[src/energy_ctrl_pkg.sv]
// Notes on behaviour
// enable bit gates all energy power sequencing
// software disables auto crossover when forced mode
// auto wake once data count reaches threshold
// auto sleep when line energy disappears
// manual bit starts sequence, then self clears
// manual command toggles state ignoring thresholds, timers
// software may time manual toggle after interrupt
// burst of four pulses on each wake
// burst disabled: single pulse on wake
// power state bit shows powered up state
// software ignores power state while disabled
// error flag informational only, clears on read
// data flag set at threshold, clears on read
// error threshold field, default one
// data threshold field, default one
// error counter clears after two idle seconds
// data counter clears after two idle seconds
// auto disabled: hold state until manual command
package energy_ctrl_pkg;
	// ---------------------------------------------------------
	// register location and field positions
	// ---------------------------------------------------------
	localparam logic [4:0] REG_ADDR       = 5'h1d; // control register address
	localparam int         EN_BIT         = 15;    // mode enable
	localparam int         WAKE_BIT       = 14;    // auto wake enable
	localparam int         SLEEP_BIT      = 13;    // auto sleep enable
	localparam int         MAN_BIT        = 12;    // manual toggle
	localparam int         BURST_DIS_BIT  = 11;    // burst disable
	localparam int         PWR_BIT        = 10;    // power state
	localparam int         ERR_HIT_BIT    = 9;     // error threshold hit
	localparam int         DATA_HIT_BIT   = 8;     // data threshold hit
	localparam int         ERR_THR_LSB    = 4;     // error threshold low bit
	localparam int         DATA_THR_LSB   = 0;     // data threshold low bit
	// ---------------------------------------------------------
	// values after reset
	// ---------------------------------------------------------
	localparam logic       EN_RST         = 1'h0;  // mode off
	localparam logic       WAKE_RST       = 1'h1;  // auto wake on
	localparam logic       SLEEP_RST      = 1'h1;  // auto sleep on
	localparam logic       BURST_DIS_RST  = 1'h0;  // bursting on
	localparam logic [3:0] ERR_THR_RST    = 4'h1;  // error threshold
	localparam logic [3:0] DATA_THR_RST   = 4'h1;  // data threshold
	// ---------------------------------------------------------
	// pulse counts and timing
	// ---------------------------------------------------------
	localparam logic [2:0] BURST_LONG     = 3'h4;  // pulses per wake, bursting
	localparam logic [2:0] BURST_SHORT    = 3'h1;  // pulses per wake, no burst
	localparam int         CLK_PERIOD_NS  = 10;    // 100 MHz clock
	localparam int         IDLE_TIME_MS   = 2000;  // idle time before counter clear
	localparam int         IDLE_CYCLES    = int'((64'(IDLE_TIME_MS) * 64'd1000000)
		/ 64'(CLK_PERIOD_NS));                 // idle time in cycles
	localparam int         IDLE_W         = 28;    // idle counter width
	localparam int         PULSE_GAP_NS   = 1000;  // spacing of burst pulses
	localparam int         PULSE_GAP      = PULSE_GAP_NS / CLK_PERIOD_NS; // in cycles
	localparam int         GAP_W          = 8;     // gap counter width
	// ---------------------------------------------------------
	// line input lanes
	// ---------------------------------------------------------
	localparam int         LANE_DATA      = 0;     // data event lane
	localparam int         LANE_ERR       = 1;     // error event lane
	localparam int         LANE_PRESENT   = 2;     // energy present lane
	localparam int         LANES          = 3;     // lane count
endpackage

[src/line_input_sync.sv]
`timescale 1ns/1ps
module line_input_sync
	import energy_ctrl_pkg::*;
(
	input  wire logic             clk_i,   // device clock
	input  wire logic             srst_i,  // sync reset, high
	input  wire logic             ce_i,    // clock enable
	input  wire logic [LANES-1:0] line_i,  // raw line inputs
	output logic      [LANES-1:0] level_o, // synchronised levels
	output logic      [LANES-1:0] rise_o   // one-cycle rising edges
);
	// ---------------------------------------------------------
	// state
	// ---------------------------------------------------------
	typedef struct packed {
		logic [LANES-1:0] meta;  // first stage, read by second only
		logic [LANES-1:0] sync;  // second stage
		logic [LANES-1:0] prev;  // delayed copy for edges
		logic [LANES-1:0] rise;  // edge flags
	} sync_type;

	sync_type r_reg;  // registered state
	sync_type r_next; // next state

	// next state
	always_comb
	begin
		r_next      = r_reg;
		r_next.meta = line_i;
		r_next.sync = r_reg.meta;
		r_next.prev = r_reg.sync;
		r_next.rise = r_reg.sync & ~r_reg.prev;
	end

	// register, frozen while ce low
	always_ff @(posedge clk_i)
	begin
		if (srst_i)
			r_reg <= '0;
		else if (ce_i)
			r_reg <= r_next;
	end

	assign level_o = r_reg.prev;
	assign rise_o  = r_reg.rise;
endmodule

[src/line_energy_detect_power_ctrl.sv]
`timescale 1ns/1ps
module line_energy_detect_power_ctrl
	import energy_ctrl_pkg::*;
#(
	parameter int IDLE_LIMIT = IDLE_CYCLES  // idle cycles before counters clear
)(
	input  wire logic        clk_i,          // device clock
	input  wire logic        srst_i,         // sync reset, high
	input  wire logic        ce_i,           // clock enable
	input  wire logic [4:0]  reg_addr_i,     // management register address
	input  wire logic        reg_wr_i,       // write strobe
	input  wire logic        reg_rd_i,       // read strobe
	input  wire logic [15:0] reg_wdata_i,    // write data
	output logic      [15:0] reg_rdata_o,    // read data, next cycle
	input  wire logic        line_data_evt_i, // line data event, async
	input  wire logic        line_err_evt_i,  // line error event, async
	input  wire logic        line_energy_i,   // line energy present, async
	output logic             rx_power_up_o,  // receive side powered
	output logic             detect_pulse_o  // detection pulse to line
);
	// ---------------------------------------------------------
	// types and state
	// ---------------------------------------------------------
	typedef enum logic [2:0] {
		ST_OFF  = 3'h1, // mode disabled, normal power
		ST_UP   = 3'h2, // powered up
		ST_DOWN = 3'h4  // powered down
	} state_type;

	typedef struct packed {
		state_type         state;      // power state
		logic              en;         // mode enable
		logic              auto_wake;  // auto wake enable
		logic              auto_sleep; // auto sleep enable
		logic              burst_dis;  // burst disable
		logic              man_req;    // manual toggle, one cycle
		logic              err_hit;    // error threshold hit
		logic              data_hit;   // data threshold hit
		logic [3:0]        err_thr;    // error threshold
		logic [3:0]        data_thr;   // data threshold
		logic [3:0]        err_cnt;    // error events
		logic [3:0]        data_cnt;   // data events
		logic [IDLE_W-1:0] idle_cnt;   // cycles without data event
		logic [2:0]        burst_left; // pulses still to send
		logic [GAP_W-1:0]  gap_cnt;    // cycles to next pulse
		logic              pulse;      // pulse output
		logic [15:0]       rdata;      // read data
		logic              pwr;        // powered output
	} ctrl_type;

	ctrl_type         r_reg;    // registered state
	ctrl_type         r_next;   // next state
	logic [LANES-1:0] level;    // synced line levels
	logic [LANES-1:0] rise;     // synced line edges
	logic             wr_hit;   // write to control register
	logic             rd_hit;   // read of control register
	logic [3:0]       data_inc; // data count after event
	logic [3:0]       err_inc;  // error count after event
	logic             data_met; // data threshold reached now
	logic             err_met;  // error threshold reached now

	// saturating increment
	function automatic logic [3:0] sat_inc(input logic [3:0] v);
		sat_inc = (v == 4'hf) ? v : v + 4'h1;
	endfunction

	// ---------------------------------------------------------
	// line inputs
	// ---------------------------------------------------------
	line_input_sync u_sync (
		.clk_i   (clk_i),
		.srst_i  (srst_i),
		.ce_i    (ce_i),
		.line_i  ({line_energy_i, line_err_evt_i, line_data_evt_i}),
		.level_o (level),
		.rise_o  (rise)
	);

	assign wr_hit   = reg_wr_i && (reg_addr_i == REG_ADDR);
	assign rd_hit   = reg_rd_i && (reg_addr_i == REG_ADDR);
	assign data_inc = sat_inc(r_reg.data_cnt);
	assign err_inc  = sat_inc(r_reg.err_cnt);
	assign data_met = rise[LANE_DATA] && (data_inc >= r_reg.data_thr);
	assign err_met  = rise[LANE_ERR] && (err_inc >= r_reg.err_thr);

	// ---------------------------------------------------------
	// next state
	// ---------------------------------------------------------
	always_comb
	begin
		r_next         = r_reg;
		r_next.pulse   = 1'b0;
		r_next.man_req = 1'b0;
		// register write; manual bit lives one cycle only
		if (wr_hit)
		begin
			r_next.en         = reg_wdata_i[EN_BIT];
			r_next.auto_wake  = reg_wdata_i[WAKE_BIT];
			r_next.auto_sleep = reg_wdata_i[SLEEP_BIT];
			r_next.burst_dis  = reg_wdata_i[BURST_DIS_BIT];
			r_next.man_req    = reg_wdata_i[MAN_BIT];
			r_next.err_thr    = reg_wdata_i[ERR_THR_LSB +: 4];
			r_next.data_thr   = reg_wdata_i[DATA_THR_LSB +: 4];
		end
		// register read; manual bit reads as zero
		if (rd_hit)
		begin
			r_next.rdata = {r_reg.en, r_reg.auto_wake, r_reg.auto_sleep, 1'b0,
				r_reg.burst_dis, (r_reg.state == ST_UP),
				r_reg.err_hit, r_reg.data_hit, r_reg.err_thr, r_reg.data_thr};
			r_next.err_hit  = 1'b0;
			r_next.data_hit = 1'b0;
		end
		// event counters with idle clear
		if (rise[LANE_DATA])
		begin
			r_next.data_cnt = data_inc;
			r_next.idle_cnt = '0;
		end
		else if (r_reg.idle_cnt == IDLE_W'(IDLE_LIMIT - 1))
		begin
			r_next.data_cnt = 4'h0;
			r_next.err_cnt  = 4'h0;
			r_next.idle_cnt = '0;
		end
		else
			r_next.idle_cnt = r_reg.idle_cnt + IDLE_W'(1);
		if (rise[LANE_ERR] && (r_reg.idle_cnt != IDLE_W'(IDLE_LIMIT - 1)))
			r_next.err_cnt = err_inc;
		// flags: a set in the read cycle wins
		if (err_met)
			r_next.err_hit = 1'b1;
		if (data_met)
			r_next.data_hit = 1'b1;
		// burst pulse generator
		if (r_reg.burst_left != 3'h0)
		begin
			if (r_reg.gap_cnt == '0)
			begin
				r_next.pulse      = 1'b1;
				r_next.burst_left = r_reg.burst_left - 3'h1;
				r_next.gap_cnt    = GAP_W'(PULSE_GAP - 1);
			end
			else
				r_next.gap_cnt = r_reg.gap_cnt - GAP_W'(1);
		end
		// power state machine
		case (r_reg.state)
			ST_OFF:
			begin
				if (r_reg.en)
					r_next.state = ST_UP;
			end
			ST_UP:
			begin
				if (!r_reg.en)
					r_next.state = ST_OFF;
				else if (r_reg.man_req)
					r_next.state = ST_DOWN;
				else if (r_reg.auto_sleep && !level[LANE_PRESENT])
					r_next.state = ST_DOWN;
			end
			ST_DOWN:
			begin
				if (!r_reg.en)
					r_next.state = ST_OFF;
				else if (r_reg.man_req || (r_reg.auto_wake && data_met))
				begin
					r_next.state      = ST_UP;
					r_next.burst_left = r_reg.burst_dis ? BURST_SHORT : BURST_LONG;
					r_next.gap_cnt    = '0;
					r_next.data_cnt   = 4'h0;
					r_next.err_cnt    = 4'h0;
				end
			end
			default:
				r_next.state = ST_OFF;
		endcase
		if (r_next.state == ST_DOWN)
			r_next.burst_left = 3'h0;
		r_next.pwr = (r_next.state != ST_DOWN);
	end

	// ---------------------------------------------------------
	// registers
	// ---------------------------------------------------------
	always_ff @(posedge clk_i)
	begin
		if (srst_i)
		begin
			r_reg            <= '0;
			r_reg.state      <= ST_OFF;
			r_reg.en         <= EN_RST;
			r_reg.auto_wake  <= WAKE_RST;
			r_reg.auto_sleep <= SLEEP_RST;
			r_reg.burst_dis  <= BURST_DIS_RST;
			r_reg.err_thr    <= ERR_THR_RST;
			r_reg.data_thr   <= DATA_THR_RST;
			r_reg.pwr        <= 1'b1;
		end
		else if (ce_i)
			r_reg <= r_next;
	end

	assign reg_rdata_o    = r_reg.rdata;
	assign rx_power_up_o  = r_reg.pwr;
	assign detect_pulse_o = r_reg.pulse;
endmodule

[config.mk]
export PLATFORM = sky130hd
export DESIGN_NAME = line_energy_detect_power_ctrl
export DESIGN_NICKNAME = d
export VERILOG_FILES = /design/src/energy_ctrl_pkg.sv /design/src/line_input_sync.sv /design/src/line_energy_detect_power_ctrl.sv
export SDC_FILE = /design/constraint.sdc
export NUM_CORES = 1
export LEC_CHECK = 0
export ABC_CLOCK_PERIOD_IN_PS = 8060
export BUFFER_PORTS_ARGS = -buffer_cell sky130_fd_sc_hd__buf_2
export CORE_UTILIZATION = 40
export DETAILED_ROUTE_END_ITERATION = 10
export GPL_TIMING_DRIVEN = 0
export HOLD_SLACK_MARGIN = 0.06
export SETUP_SLACK_MARGIN = 0.05
export SLEW_MARGIN = 40
export SYNTH_ARGS = -nofsm -noshare
export SYNTH_HDL_FRONTEND = slang
export SYNTH_SLANG_ARGS = --single-unit
export TNS_END_PERCENT = 10
[constraint.sdc]
create_clock -name clk_i -period 8.06 [get_ports clk_i]
set_input_delay 1.612 -clock clk_i [delete_from_list [all_inputs] [get_ports clk_i]]
set_output_delay 1.612 -clock clk_i [all_outputs]
set_load 0.1 [all_outputs]
==> run metrics <==
synth unique cells 64; P_leak 2.079 nW; final-report hold violation count 0; Yosys top cell by area dfxtp_1; first-pass GRT wire length 17740 microns; vias in the first global route 3692; Die Wd 108.7 microns; Core ar. 10980 sq um; CP Data Required Time 8.28 ns; # diodes 0; Synth Flop Type dfxtp_1; largest cells by area after synthesis dfxtp_1 (41%), nor2_1 (5.5%), nand2_1 (5.4%); Die Area 11820 sq um; largest net degree at the start of global routing 17; final setup fails 0; post-CTS setup buffer count 0; vias per inst 5.221; R2R cell count 10; layout cell share with drive strength beyond 1 0.1592; EDFF count, synth 0; pre-CTS worst setup slack 4.290 ns; Iter 0 DRT Violations 120; CP arrival 3.62 ns; CTS tree yes; die height 108.7 microns; Cells after Synth 548; critical path fanouts, max 10; Synth Net Count 592; initial antenna violation count 0; CP Capture Type register; Placement Rows 38; IO Pins 47; total gr overflow 0; Post-Syn Area 4557 sq um; Residual DRC 0; outcome completed; port bufs 39; most frequent cell after synthesis dfxtp_1; fillers 1107; sequential area share after synthesis 0.4086; root buffer cell clkbuf_16; max reg flops 65; GRT Util Overall 0.1934; min Tclk post-route 3.401 ns; pwr dens 214.7 nW/um^2; Mean Syn Cell Area 8.315 sq um; unrepaired setup endpoints after global routing no; Synth async-reset ratio 0; Initial Util 0.4149; CP startpoint kind input port; vias 3879; max_cap viols 0; Clock H-tree levels 3; Clock Latency Late Sink 0.35 ns; post-route ant nets 0; hold wc startpoint reg_rdata_o[14]; #FFs+latches synth 93; maximum buffer depth of the clock tree 2; HP Class register to register; Highest Clock Rate 294.0 MHz; R2R Path End r_reg[57]; Least-Margin Pin Slew 0.7287 ns; Synth top area share 0.4086; Max VDD drop 0.1474 mV; Ys Warns 0; P&R area growth vs syn 15.05%; R2R Setup Slk 4.94 ns; layout net count 642; routability cong. 0.8028; Synth top cells by count dfxtp_1 (93), nor2_1 (67), nand2_1 (66); final worst slack 4.659 ns; DP HPWL 7632 microns; post-route setup TNS 0 ns; Final Max Tran Viols 0; Hold Path End reg_rdata_o[14]; hold depth 2; # hold bufs at CTS 0; final wirelength 10370 microns; CTS resizes 0; Clock Skew 0.007725 ns; reg2reg start r_reg[57]; Critical Path Source ce_i; critical path class input port to register; DR pass1 iterations 4; Reg clk slew, reported paths 0.07 ns; part of the cycle the worst path needs 0.4220; TritonCTS Buffers 9; Slew headroom 0.5073; Num Clock Sinks 93; Avg WL per Cell 13.95 microns
## worst max path at each step
stage	end	slack [ns]	depth (start not counted)
floorplan	r_reg[73]	4.90	7
global placement	r_reg[73]	4.29	7
detailed placement	r_reg[73]	4.29	7
CTS	r_reg[73]	4.66	7
global route	reg_rdata_o[10]	4.46	7
finish	r_reg[73]	4.66	7
## critical path, stage by stage
cell	delay, ns
buf_2	0.20
clkinv_1	0.38
nor3_2	0.56
nand2_1	0.35
buf_2	0.29
a22oi_1	0.15
nor2_1	0.06
## where the power goes
part | leakage, nW | internal (mW) | switching [mW]
Combinational | 1.19 | 0.0688 | 0.117
Sequential | 0.751 | 0.482 | 0.0237
Clock | 0.141 | 0.250 | 0.184
Total | 2.08 | 0.801 | 0.324
## metrics by stage
step / total power [mW] / std cells / util / hold WS, ns / cell area [sq um]
6_report: 1.125 / 743 / 0.4773 / 0.4546 / 5243
3_3_place_gp: 0.6931 / 727 / 0.4486 / 0.4462 / 4927
5_1_grt: 1.187 / 743 / 0.4773 / 0.4845 / 5243
3_5_place_dp: 0.6973 / 727 / 0.4486 / 0.4442 / 4927
4_1_cts: 1.136 / 743 / 0.4768 / 0.4572 / 5236
2_1_floorplan: 0.6523 / 548 / - / 0.4366 / 4557
## cells in the final DEF (no fill, tap or decap), types with 9 or more instances in the layout
cell        n
a21oi_1    34
a31oi_1    10
buf_2      45
buf_4      18
clkbuf_1   10
clkbuf_16   9
dfxtp_1    93
ha_1       15
inv_1      26
mux2i_1    22
nand2_1    66
nand3_1    38
nand4_1     9
nor2_1     67
o21ai_0    19
xnor2_1    10
xor2_1     15
## metal layers
layer	share of wire	up-vias	track usage
met5	0	-	0
met4	0.010	0	0.05309
met3	0.030	10	0.05081
met2	0.46	42	0.3056
met1	0.50	1830	0.2596
li1	-	1997	-
## cell type report
type | count | area, sq um | area share
clock inverters | 6 | 70.07 | 0.01337
multi-input cells | 389 | 2379 | 0.4537
well taps | 140 | 175.2 | 0.03341
clock buffers | 10 | 239.0 | 0.04558
plain buffers | 39 | 221.5 | 0.04224
inverters | 27 | 101.3 | 0.01933
repair buffers | 39 | 195.2 | 0.03723
flip-flops and latches | 93 | 1862 | 0.3551
## kinds of logic (layout without fill, tap and decap cells)
family | after synthesis | count (layout) | synth area share
and+or+nand+nor | 228 | 228 | 0.2422
AOI/OAI and AO/OA | 97 | 97 | 0.1376
DFF | 93 | 93 | 0.4086
buffers and inverters | 66 | 121 | 0.07084
xor gates and xnor gates | 25 | 25 | 0.04805
muxes | 23 | 23 | 0.05080
adders and majority gates | 15 | 15 | 0.04119
other | 1 | 1 | 0.0008229
Power figures use the tool's default switching activity.
